==> src/rtl/sls_pkg.sv <==
package sls_pkg;
  localparam int CLK_MHZ         = 125;
  // times in their own units, cycle counts derived from the clock rate
  localparam int RANGE_DELAY_MS  = 2000;
  localparam int RANGE_DELAY_CYC = RANGE_DELAY_MS * CLK_MHZ * 1000;
  localparam int SETTLE_US       = 10000;
  localparam int SETTLE_CYC      = SETTLE_US * CLK_MHZ;
  localparam int PME_WATCH_US    = 20000;
  localparam int PME_WATCH_CYC   = PME_WATCH_US * CLK_MHZ;
  localparam int K_ASYNC         = 8;
  localparam int K_SYNC          = 4;
  localparam int NIB_STD         = 32;
  localparam int NIB_EXT         = 48;
  localparam int FRAME_W         = 12;
  localparam int FIFO_DEPTH      = 16;
  localparam logic [7:0] BLOCKS_STD = 8'h20;
  localparam logic [7:0] BLOCKS_EXT = 8'h30;
  localparam logic [3:0] RSV_NIB    = 4'h0;
  localparam logic [9:0] ID_BASE    = 10'h200;
  localparam logic [9:0] DATA_BASE  = 10'h210;
  localparam logic [9:0] P0_BASE    = 10'h200;
  localparam logic [9:0] CODE_BUSY  = 10'h1E5;
  localparam logic [9:0] CODE_READY = 10'h1E6;
  localparam logic [9:0] CODE_DEFECT = 10'h1E7;
  localparam logic [9:0] CODE_ERROR = 10'h1E8;
  localparam logic [2:0] STEP_WAIT  = 3'h0;
  localparam logic [2:0] STEP_RDY2  = 3'h2;
  localparam logic [2:0] STEP_P0    = 3'h3;
  localparam logic [2:0] STEP_LAST  = 3'h6;
  typedef enum logic [2:0] {
    PH_SILENT, PH_CONFIG, PH_STATUS, PH_NORMAL, PH_PROG
  } sls_phase_t;
endpackage

==> src/rtl/sls_init_seq.sv <==
// Operation
// RULE1 - phase one transmits nothing on the link
// RULE2 - phase two runs self-test, sends configuration
// RULE3 - phase three sends status then reference pressure
// RULE4 - after phase three stay in normal
// RULE5 - asynchronous mode: only source id zero
// RULE6 - synchronous mode: sequence per enabled source id
// RULE7 - daisy chain: frames in source id zero
// RULE8 - hold range error until two-second count
// RULE9 - delay counter cleared at start, never restarted
// RULE10 - after delay, compare and send error
// RULE11 - after init, range error sent immediately
// RULE12 - phase one: settle, filter init, watch entry
// RULE13 - each nibble as id/data pair, k times
// RULE14 - phase two length is product of counts
// RULE15 - 32 nibbles, or 48 when extended
// RULE16 - asynchronous: pair repeated eight times
// RULE17 - synchronous: pair repeated four times
// RULE18 - nibbles two, three give block count
// RULE19 - low nibble first, address wraps at 1111
// RULE20 - two ready messages, latch pressure after second
// RULE21 - pressure in four frames, index plus bits
// RULE22 - self-test retried to limit, stops on pass
// RULE23 - completion flag set leaving phase three
// RULE24 - receiver checks repeated pairs before accepting; sls_rx_model queues every frame and only counts id/data pairs
// RULE25 - encoded phase register only moves forward
module sls_fifo #(
  parameter int WIDTH = 12,
  parameter int DEPTH = 16
) (
  // clock and reset
  input  wire logic             ref_clk,
  input  wire logic             rst_n,
  // fill side
  input  wire logic             in_valid,
  output logic                  in_ready,
  input  wire logic [WIDTH-1:0] in_data,
  // drain side
  output logic                  out_valid,
  input  wire logic             out_ready,
  output logic      [WIDTH-1:0] out_data
);
  localparam int AW = $clog2(DEPTH);
  logic [WIDTH-1:0] mem [DEPTH];
  logic [AW-1:0]    wr_r;
  logic [AW-1:0]    rd_r;
  logic [AW:0]      cnt_r;
  logic             push;
  logic             pop;

  assign in_ready  = cnt_r != (AW+1)'(DEPTH);
  assign out_valid = cnt_r != '0;
  assign out_data  = mem[rd_r];
  assign push      = in_valid & in_ready;
  assign pop       = out_valid & out_ready;

  always_ff @(posedge ref_clk) begin
    if (push) begin
      mem[wr_r] <= in_data;
    end
  end

  always_ff @(posedge ref_clk or negedge rst_n) begin
    if (!rst_n) begin
      wr_r  <= '0;
      rd_r  <= '0;
      cnt_r <= '0;
    end else begin
      if (push) wr_r <= (wr_r == AW'(DEPTH-1)) ? '0 : wr_r + 1'b1;
      if (pop) rd_r <= (rd_r == AW'(DEPTH-1)) ? '0 : rd_r + 1'b1;
      cnt_r <= cnt_r + (AW+1)'(push) - (AW+1)'(pop);
    end
  end
endmodule

module sls_init_seq #(
  parameter int RANGE_DELAY = sls_pkg::RANGE_DELAY_CYC,
  parameter int SETTLE      = sls_pkg::SETTLE_CYC,
  parameter int PME_WATCH   = sls_pkg::PME_WATCH_CYC,
  parameter int DEPTH       = sls_pkg::FIFO_DEPTH
) (
  // clock and reset
  input  wire logic        ref_clk,
  input  wire logic        rst_n,
  // configuration
  input  wire logic        phase2_extend_enable,
  input  wire logic        sync_mode,
  input  wire logic        daisy_mode,
  input  wire logic [3:0]  sid_enable,
  input  wire logic [3:0]  selftest_retry_limit,
  input  wire logic [7:0]  user_byte_zero,
  input  wire logic [63:0] user_bytes_rest,
  input  wire logic [39:0] serial_number,
  input  wire logic [11:0] part_number,
  // pressure and range thresholds
  input  wire logic [11:0] reference_pressure,
  input  wire logic [11:0] range_low,
  input  wire logic [11:0] range_high,
  // programming entry and self-test
  input  wire logic        prog_entry_detect,
  output logic             prog_mode_active,
  output logic             filter_init_start,
  output logic             selftest_start,
  input  wire logic        selftest_done,
  input  wire logic        selftest_pass,
  // frame stream toward the line driver
  output logic             frame_valid,
  input  wire logic        frame_ready,
  output logic [11:0]      frame_data,
  // status
  output logic             init_complete_flag,
  output logic             range_error,
  output logic [2:0]       phase
);
  sls_pkg::sls_phase_t phase_r;
  logic [31:0] tmr_r;
  logic        p1_watch_r;
  logic [5:0]  nib_r;
  logic [3:0]  rep_r;
  logic        half_r;
  logic [1:0]  sid_r;
  logic [2:0]  step_r;
  logic [11:0] p0_lat_r;
  logic        st_run_r, st_pass_r, st_fail_r, st_go_r;
  logic [3:0]  st_tries_r;
  logic [31:0] rdly_r;
  logic        rdly_done_r, err_r, err_pend_r, init_r;
  logic [3:0]  act_mask;
  logic [2:0]  sid_nx;
  logic [3:0]  kmax;
  logic [5:0]  nmax;
  logic        p1_exit, oor, seq_valid, seq_fire, err_push, wrap;
  logic [9:0]  seq_code;
  logic        fifo_in_ready;

  function automatic logic [1:0] sid_first(input logic [3:0] m);
    sid_first = 2'h0;
    for (int j = 3; j >= 0; j--) if (m[j]) sid_first = 2'(j);
  endfunction

  // {wrap, sid}: next enabled id above c, else wrap to the first
  function automatic logic [2:0] sid_next(input logic [1:0] c,
                                          input logic [3:0] m);
    sid_next = {1'b1, sid_first(m)};
    for (int j = 3; j >= 0; j--)
      if (m[j] && j > int'(c)) sid_next = {1'b0, 2'(j)};
  endfunction

  function automatic logic [3:0] nib_val(input logic [5:0] i,
                                         input logic ext);
    logic [7:0] blk;
    logic [71:0] ub;
    blk = ext ? sls_pkg::BLOCKS_EXT : sls_pkg::BLOCKS_STD; // RULE18
    ub  = {user_bytes_rest, user_byte_zero};
    nib_val = sls_pkg::RSV_NIB;
    // user bytes go low nibble first
    case (i) // RULE19
      6'h00:   nib_val = ub[3:0];
      6'h01:   nib_val = blk[7:4];
      6'h02:   nib_val = blk[3:0];
      6'h03, 6'h05, 6'h07, 6'h09, 6'h0B:
               nib_val = ub[8*((int'(i)-1)/2) +: 4];
      6'h04, 6'h06, 6'h08, 6'h0A, 6'h0C:
               nib_val = ub[8*((int'(i)-2)/2)+4 +: 4];
      6'h0D:   nib_val = ub[51:48];
      6'h0E:   nib_val = ub[59:56];
      6'h0F:   nib_val = ub[63:60];
      6'h10:   nib_val = ub[67:64];
      6'h11:   nib_val = ub[71:68];
      6'h1C:   nib_val = part_number[11:8];
      6'h1D:   nib_val = part_number[7:4];
      6'h1E:   nib_val = part_number[3:0];
      6'h1F:   nib_val = ub[55:52];
      default: begin
        if (i >= 6'h12 && i <= 6'h1B)
          nib_val = serial_number[(27-int'(i))*4 +: 4];
      end
    endcase
  endfunction

  // only sync mode with enables and daisy chain off spreads frames over several ids
  assign act_mask = (sync_mode && !daisy_mode && sid_enable != 4'h0) ?
                    sid_enable : 4'h1; // RULE5 RULE6 RULE7
  assign sid_nx   = sid_next(sid_r, act_mask);
  assign wrap     = sid_nx[2];
  assign kmax     = sync_mode ? 4'(sls_pkg::K_SYNC - 1) :
                                4'(sls_pkg::K_ASYNC - 1); // RULE16 RULE17
  assign nmax     = phase2_extend_enable ? 6'(sls_pkg::NIB_EXT - 1) :
                                           6'(sls_pkg::NIB_STD - 1); // RULE15
  assign p1_exit  = phase_r == sls_pkg::PH_SILENT && p1_watch_r &&
                    tmr_r == 32'(PME_WATCH - 1) && !prog_entry_detect;
  assign oor      = reference_pressure < range_low ||
                    reference_pressure > range_high;

  always_comb begin
    seq_valid = 1'b0;
    seq_code  = '0;
    case (phase_r)
      sls_pkg::PH_CONFIG: begin
        seq_valid = 1'b1;
        seq_code  = half_r ? (sls_pkg::DATA_BASE |
                              {6'h00, nib_val(nib_r, phase2_extend_enable)})
                           : (sls_pkg::ID_BASE | {6'h00, nib_r[3:0]}); // RULE13
      end
      sls_pkg::PH_STATUS: begin
        seq_valid = 1'b1;
        if (step_r == sls_pkg::STEP_WAIT) begin
          seq_valid = !(st_pass_r || st_fail_r);
          seq_code  = sls_pkg::CODE_BUSY;
        end else if (step_r < sls_pkg::STEP_P0) begin
          seq_code = st_fail_r ? sls_pkg::CODE_DEFECT : sls_pkg::CODE_READY;
        end else begin
          // two-bit index, then three pressure bits, msb group first
          seq_code = sls_pkg::P0_BASE | {5'h00, 2'(step_r - 3'h3),
                     p0_lat_r[(3'h6 - step_r)*3 +: 3]}; // RULE21
        end
      end
      default: begin
        seq_valid = 1'b0;
        seq_code  = '0;
      end
    endcase
  end

  // the error frame takes the slot, stalling the sequencer one cycle
  assign err_push = err_pend_r && phase_r != sls_pkg::PH_SILENT &&
                    phase_r != sls_pkg::PH_PROG; // RULE1 RULE10
  assign seq_fire = seq_valid && fifo_in_ready && !err_push;

  always_ff @(posedge ref_clk or negedge rst_n) begin
    if (!rst_n) begin
      phase_r    <= sls_pkg::PH_SILENT;
      tmr_r      <= '0;
      p1_watch_r <= 1'b0;
      nib_r      <= '0;
      rep_r      <= '0;
      half_r     <= 1'b0;
      sid_r      <= '0;
      step_r     <= '0;
      p0_lat_r   <= '0;
      init_r     <= 1'b0;
    end else begin
      case (phase_r)
        sls_pkg::PH_SILENT: begin // RULE12
          tmr_r <= tmr_r + 32'h1;
          if (!p1_watch_r && tmr_r == 32'(SETTLE - 1)) begin
            p1_watch_r <= 1'b1;
            tmr_r      <= '0;
          end else if (p1_watch_r && prog_entry_detect) begin
            phase_r <= sls_pkg::PH_PROG;
          end else if (p1_exit) begin
            phase_r <= sls_pkg::PH_CONFIG; // RULE25
            sid_r   <= sid_first(act_mask);
          end
        end
        sls_pkg::PH_CONFIG: begin
          // length = 2 frames x k x nibbles x active ids x period // RULE14
          if (seq_fire) begin
            sid_r <= sid_nx[1:0];
            if (wrap) begin
              half_r <= ~half_r;
              if (half_r) begin
                rep_r <= (rep_r == kmax) ? 4'h0 : rep_r + 4'h1;
                if (rep_r == kmax) begin
                  nib_r <= nib_r + 6'h1;
                  if (nib_r == nmax) phase_r <= sls_pkg::PH_STATUS;
                end
              end
            end
          end
        end
        sls_pkg::PH_STATUS: begin // RULE3
          if (step_r == sls_pkg::STEP_WAIT) begin
            if (st_pass_r || st_fail_r) step_r <= 3'h1;
          end else if (seq_fire) begin
            sid_r <= sid_nx[1:0];
            if (wrap) begin
              step_r <= step_r + 3'h1;
              if (step_r == sls_pkg::STEP_RDY2)
                p0_lat_r <= reference_pressure; // RULE20
              if (step_r == sls_pkg::STEP_LAST) begin
                phase_r <= sls_pkg::PH_NORMAL; // RULE4
                init_r  <= 1'b1; // RULE23
              end
            end
          end
        end
        default: phase_r <= phase_r;
      endcase
    end
  end

  // self-test: start on entry to phase two, retry failures to the limit
  always_ff @(posedge ref_clk or negedge rst_n) begin
    if (!rst_n) begin
      st_run_r   <= 1'b0;
      st_pass_r  <= 1'b0;
      st_fail_r  <= 1'b0;
      st_go_r    <= 1'b0;
      st_tries_r <= '0;
    end else begin
      st_go_r <= 1'b0;
      if (p1_exit) begin
        st_run_r <= 1'b1; // RULE2
        st_go_r  <= 1'b1;
      end else if (st_run_r && selftest_done) begin
        if (selftest_pass) begin
          st_run_r  <= 1'b0; // RULE22
          st_pass_r <= 1'b1;
        end else if (st_tries_r < selftest_retry_limit) begin
          st_tries_r <= st_tries_r + 4'h1;
          st_go_r    <= 1'b1;
        end else begin
          st_run_r  <= 1'b0;
          st_fail_r <= 1'b1;
        end
      end
    end
  end

  // delay counter runs once from reset, blind to the pressure value
  always_ff @(posedge ref_clk or negedge rst_n) begin
    if (!rst_n) begin
      rdly_r      <= '0; // RULE9
      rdly_done_r <= 1'b0;
      err_r       <= 1'b0;
      err_pend_r  <= 1'b0;
    end else begin
      if (!rdly_done_r) begin
        rdly_r <= rdly_r + 32'h1;
        if (rdly_r == 32'(RANGE_DELAY - 1)) rdly_done_r <= 1'b1;
      end
      err_r <= oor &&
               (rdly_done_r || phase_r == sls_pkg::PH_NORMAL); // RULE8 RULE11
      if (oor && !err_r && (rdly_done_r || phase_r == sls_pkg::PH_NORMAL))
        err_pend_r <= 1'b1; // RULE10
      else if (err_push && fifo_in_ready)
        err_pend_r <= 1'b0;
    end
  end

  sls_fifo #(.WIDTH(sls_pkg::FRAME_W), .DEPTH(DEPTH)) u_fifo (
    .ref_clk   (ref_clk),
    .rst_n     (rst_n),
    .in_valid  (err_push | seq_fire),
    .in_ready  (fifo_in_ready),
    .in_data   (err_push ? {2'h0, sls_pkg::CODE_ERROR} : {sid_r, seq_code}),
    .out_valid (frame_valid),
    .out_ready (frame_ready),
    .out_data  (frame_data)
  );

  assign prog_mode_active   = phase_r == sls_pkg::PH_PROG;
  assign filter_init_start  = phase_r == sls_pkg::PH_SILENT && !p1_watch_r &&
                              tmr_r == 32'(SETTLE - 1);
  assign selftest_start     = st_go_r;
  assign init_complete_flag = init_r;
  assign range_error        = err_r;
  assign phase              = phase_r;

  property p_silent;
    @(posedge ref_clk) disable iff (!rst_n)
    phase_r == sls_pkg::PH_SILENT |-> !(err_push || seq_fire);
  endproperty
  a_silent: assert property (p_silent) else $error("silent frame"); // RULE1

  property p_fwd;
    @(posedge ref_clk) disable iff (!rst_n)
    phase_r != $past(phase_r) |-> phase_r > $past(phase_r);
  endproperty
  a_fwd: assert property (p_fwd) else $error("phase went back"); // RULE25

  property p_st_start;
    @(posedge ref_clk) disable iff (!rst_n)
    p1_exit |=> selftest_start && phase_r == sls_pkg::PH_CONFIG;
  endproperty
  a_st_start: assert property (p_st_start) else $error("no selftest"); // RULE2

  property p_krep;
    @(posedge ref_clk) disable iff (!rst_n)
    phase_r == sls_pkg::PH_CONFIG && seq_fire && wrap && half_r &&
    rep_r == (sync_mode ? 4'h3 : 4'h7) |=> rep_r == 4'h0;
  endproperty
  a_krep: assert property (p_krep) else $error("bad repeat"); // RULE16 RULE17

  property p_async_sid;
    @(posedge ref_clk) disable iff (!rst_n)
    seq_fire && !sync_mode |-> sid_r == 2'h0;
  endproperty
  a_async_sid: assert property (p_async_sid) else $error("bad sid"); // RULE5

  property p_hold;
    @(posedge ref_clk) disable iff (!rst_n)
    !rdly_done_r && phase_r != sls_pkg::PH_NORMAL |=> !range_error;
  endproperty
  a_hold: assert property (p_hold) else $error("range error early"); // RULE8

  property p_normal_err;
    @(posedge ref_clk) disable iff (!rst_n)
    phase_r == sls_pkg::PH_NORMAL && oor |=> range_error;
  endproperty
  a_normal_err: assert property (p_normal_err) else $error("late"); // RULE11

  property p_flag;
    @(posedge ref_clk) disable iff (!rst_n)
    init_complete_flag == (phase_r == sls_pkg::PH_NORMAL);
  endproperty
  a_flag: assert property (p_flag) else $error("flag mismatch"); // RULE23

  property p_latch;
    @(posedge ref_clk) disable iff (!rst_n)
    phase_r == sls_pkg::PH_STATUS && step_r == sls_pkg::STEP_RDY2 &&
    seq_fire && wrap |=> p0_lat_r == $past(reference_pressure);
  endproperty
  a_latch: assert property (p_latch) else $error("no latch"); // RULE20
endmodule

==> config.mk <==
export PLATFORM = sky130hd
export DESIGN_NAME = sls_init_seq
export DESIGN_NICKNAME = d
export VERILOG_FILES = /design/src/rtl/sls_pkg.sv /design/src/rtl/sls_init_seq.sv
export SDC_FILE = /design/constraint.sdc
export NUM_CORES = 1
export LEC_CHECK = 0
export BUFFER_PORTS_ARGS = -buffer_cell sky130_fd_sc_hd__buf_4
export CORE_MARGIN = 2
export CORE_UTILIZATION = 50
export DETAILED_ROUTE_END_ITERATION = 8
export PLACE_DENSITY_LB_ADDON = 0.1
export SETUP_SLACK_MARGIN = 0.4
export SLEW_MARGIN = 10
export SYNTH_ARGS = -nofsm -noshare
export SYNTH_HDL_FRONTEND = slang
export SYNTH_SLANG_ARGS = --single-unit
==> constraint.sdc <==
create_clock -name ref_clk -period 5.4 [get_ports ref_clk]
set_input_delay 0 -clock ref_clk [delete_from_list [all_inputs] [get_ports ref_clk]]
set_output_delay 0 -clock ref_clk [all_outputs]
set_load 0.05 [all_outputs]
==> parameters.txt <==
Parameter                              Value

Outcome
  Outcome ... completed

Timing
  Max Clock Skew ... 14.2 ps
  Worst hold slack across all endpoints ... 18.1 ps
  # setup viols final ... 0
  Max-Slew Margin vs Limit ... 26.0%
  Fin crit share ... 86.5%
  Max frequency ... 214 MHz
  Number of max-slew violations in the final report ... 0
  Fin. Hold Viols ... 0
  Slew @ Worst Pin ... 1090 ps
  Setup repair after global routing missed its margin ... false
  Min cycle time layout ... 4670 ps
  Fin Setup TNS ... 0 ps

Drt
  Final routed DRC violation total ... 0
  Mean routed wirelength per cell ... 19.1 microns
  DRT antenna net count ... 0
  Number of search-and-repair iterations in the first detailed-routing pass ... 5
  Count of routing violations after the opening detailed-route iteration ... 794
  Total number of vias ... 11.3k
  Routed Wire Length ... 37400 microns
  Number of vias per cell ... 5.78

Clock network
  TritonCTS clock tree ... done
  Sink Count ... 265
  Number of buffers inserted during clock tree synthesis ... 28
  Total number of H-tree levels ... 1
  Root cell of the clock tree ... sky130_fd_sc_hd__clkbuf_16
  Clock network latency to the later pin of the worst-skew pair ... 550 ps
  Clock-pin slew on the worst setup and hold paths ... 60 ps
  Number of buffers inserted to repair setup after CTS ... 0
  Max Buffers Root-to-Sink ... 3

Synthesis
  Yosys reg bits ... 265
  Synthesis Warnings ... 0
  Yosys top cell by area ... sky130_fd_sc_hd__edfxtp_1
  Synth async-reset ratio ... 45.7%
  Average cell area after synthesis ... 11.3 sq um
  Share of Yosys cell area claimed by the top area cell type ... 28.7%
  Synth Net Count ... 1578
  Cell area after technology mapping ... 0.0151 sq mm
  Cell count after synthesis ... 1333
  Top flip-flop cell by instance count after synthesis ... sky130_fd_sc_hd__edfxtp_1
  Number of library cell types mapped by synthesis ... 85
  Cells taking the most area after synthesis ... sky130_fd_sc_hd__edfxtp_1 (29%), sky130_fd_sc_hd__dfrtp_1 (20%), sky130_fd_sc_hd__ha_1 (5.4%)
  Register area share after synthesis ... 48.8%
  Number of enable flip-flop cells after synthesis ... 144

Layout
  Filler Cell Count ... 2421
  Total number of nets in the final design ... 1789
  Synth-to-Final Area Change ... 20.2%
  Core occupancy in the finished layout ... 61.1%
  Flip-flop and latch area ... 0.00735 sq mm
  Share of post-route cells with drive strength above 1 ... 22.0%
  Most common cell after layout, fill and taps aside ... sky130_fd_sc_hd__buf_4
  Top library cells by usage in the layout, fill and taps aside ... sky130_fd_sc_hd__buf_4 (213), sky130_fd_sc_hd__edfxtp_1 (144), sky130_fd_sc_hd__dfrtp_1 (120), sky130_fd_sc_hd__nand2_1 (105), sky130_fd_sc_hd__mux2i_1 (77)
  Number of diodes ... 0
  Area occupied by multi-input gates ... 0.00724 sq mm

Power
  Total power draw ... 5.14 mW
  Total power per unit cell area ... 284 mW/mm^2
  Internal Power ... 3.74 mW
  Reported net switching power ... 1.41 mW
  Share of total power in combinational logic ... 17.9%
  Clock power frac ... 37.8%
  Switching power share of the total ... 27.3%
  Sequential group share of total power ... 44.3%
  Leakage component of the power ... 7.28 nW
  Maximum VDD drop ... 269 uV

Global routing
  GRT Resource Usage Total ... 24.0%
  Global route overflow ... 0
  Global-route wire length before repair ... 59800 microns
  Antenna violations before repair ... 0
  Via count of the first global-routing pass ... 11.3k
  Largest net degree at the start of global routing ... 71

Placement
  Placed wire-length estimate after detailed placement ... 26600 microns
  Number of buffers added on ports ... 197
  Final GP Congestion ... 0.888

Worst setup path
  Critical path peak fanout ... 16
  Ordered list of cells on the worst path ... inv_2 -> ha_1 -> a21boi_0 -> and3_1 -> ha_2 -> ha_1 -> mux2i_2 -> a311oi_1 -> a31o_2 -> a31o_2 -> mux2i_1 -> a41o_1
  Crit-path slowest cell ... sky130_fd_sc_hd__mux2i_2
  Critical path class ... register to register
  Endpoint type of the worst setup path ... register
  Largest stage delay, worst path ... 690 ps
  Data arrival at the endpoint of the critical path ... 4950 ps
  Reg-to-Reg Start ... nib_r[3]$_DFFE_PN0P_
  Crit start category ... register
  Data required, critical path ... 5680 ps
  Critical path origin ... nib_r[3]$_DFFE_PN0P_

Floorplan
  Top-Level Pins ... 198
  Total Die Area ... 0.0315 sq mm
  Placeable core region ... 0.0296 sq mm
  Starting utilization of the core area ... 50.8%
  Number of cell rows ... 63
  Die boundary height ... 178 microns
  Horizontal die dimension ... 178 microns

Job
  # Max-Cap Violations ... 0

Hold path
  Startpoint of the tightest hold check path ... sync_mode
  Worst hold-check path type ... input pin to register
## per-stage QoR
stage | std cells | setup WS (ps) | area [sq um]
global placement | 1880 | 840 | 16900
CTS | 1956 | 610 | 18100
global route | 1956 | 429 | 18100
floorplan | 1333 | 1300 | 15100
detailed placement | 1880 | 629 | 16900
finish | 1956 | 732 | 18100
## power groups by stage
| stage | Clock, mW | Sequential (mW) | Combinational [mW] |
|---|---|---|---|
| global placement | 0 | 2.32 | 0.893 |
| detailed placement | 0 | 2.32 | 0.909 |
| floorplan | 0 | 2.22 | 0.683 |
| finish | 1.95 | 2.28 | 0.919 |
| CTS | 1.99 | 2.28 | 0.925 |
| global route | 2.07 | 2.29 | 0.998 |
## sequential cells by signal (all words and copies together), names as in the netlist, 2 cells and up
signal and flops:
nib_r 6, p0_lat_r 12, phase 3, rdly_r 32, rep_r 4, sid_r 2, st_tries_r 4, step_r 3
tmr_r 32, u_fifo.cnt_r 5, u_fifo.mem 144, u_fifo.rd_r 4, u_fifo.wr_r 4
## cell usage after synthesis, drive strengths merged, types with 5 or more instances
master,n
o211ai,6
a211oi,30
nand3,44
nor3,26
edfxtp,144
buf,20
nand4,22
nor3b,5
clkbuf,36
nor4b,5
mux4,26
nand2b,9
a31oi,9
a21o,16
a21oi,51
nand2,105
o21a,6
inv,64
dfrtp,121
nor4,13
a211o,5
or2,7
or3,6
a221oi,18
nor2b,26
a311oi,6
mux2i,78
a22oi,13
and3,19
xnor2,64
mux2,28
nor2,69
and2,26
o21ai,57
o22ai,13
ha,65
nand3b,5
xor2,20
## critical path, delay by kind of cell, from the launching register on
kind            cells  cell delay [ps]
buf+inv             1              250
simple gates        1              260
fa+ha+maj           3              750
mux                 2              870
flops               1              540
compound gates      5             1730
## repair_timing
| action | in CTS | in global routing |
|---|---|---|
| hold buffers | 24 | 0 |
| endpoints found under the hold margin | 77 | 0 |
| resized for setup | 0 | 3 |
| endpoints found under the setup margin | 0 | 32 |
## kinds of logic after synthesis
group	Yosys count	share of synthesized area (%)
compound gates	264	12.2
flops	265	48.8
simple gates	400	13.8
mux	132	11.2
buf+inv	120	3.30
fa+ha+maj	68	5.80
xor+xnor	84	4.89
## layer usage
layer | vias up | GRT usage (%) | part of all wire (%) | routed length, microns
li1 | 5405 | - | - | -
met1 | 5482 | 32.5 | 43 | 16300
met2 | 352 | 40.5 | 48 | 18100
met3 | 60 | 3.71 | 6.0 | 2240
met4 | 0 | 6.22 | 2.2 | 816
met5 | - | 0.160 | 0 | 0
## final timing paths
kind,endpoint,slack (ps),cells past startpoint
setup / recovery,u_fifo.mem[13][0]$_DFFE_PP_,730,12
hold / removal,rep_r[0]$_DFFE_PN0P_,20,5
setup reg to reg,u_fifo.mem[13][0]$_DFFE_PP_,730,12
hold reg to reg,rdly_r[6]$_DFFE_PN0N_,470,1
max in group asynchronous,rdly_r[6]$_DFFE_PN0N_,4020,3
min in group asynchronous,tmr_r[19]$_DFFE_PN0P_,40,2
## final cells by class
class | count | share of cell area (%)
Multi-Input combinational cell | 948 | 40.0
Sequential cell | 265 | 40.6
Timing Repair Buffer | 237 | 10.2
Inverter | 64 | 1.33
Clock buffer | 35 | 4.13
Tap cell | 390 | 2.70
Clock inverter | 17 | 1.08
(Power assumes the default switching activity.)
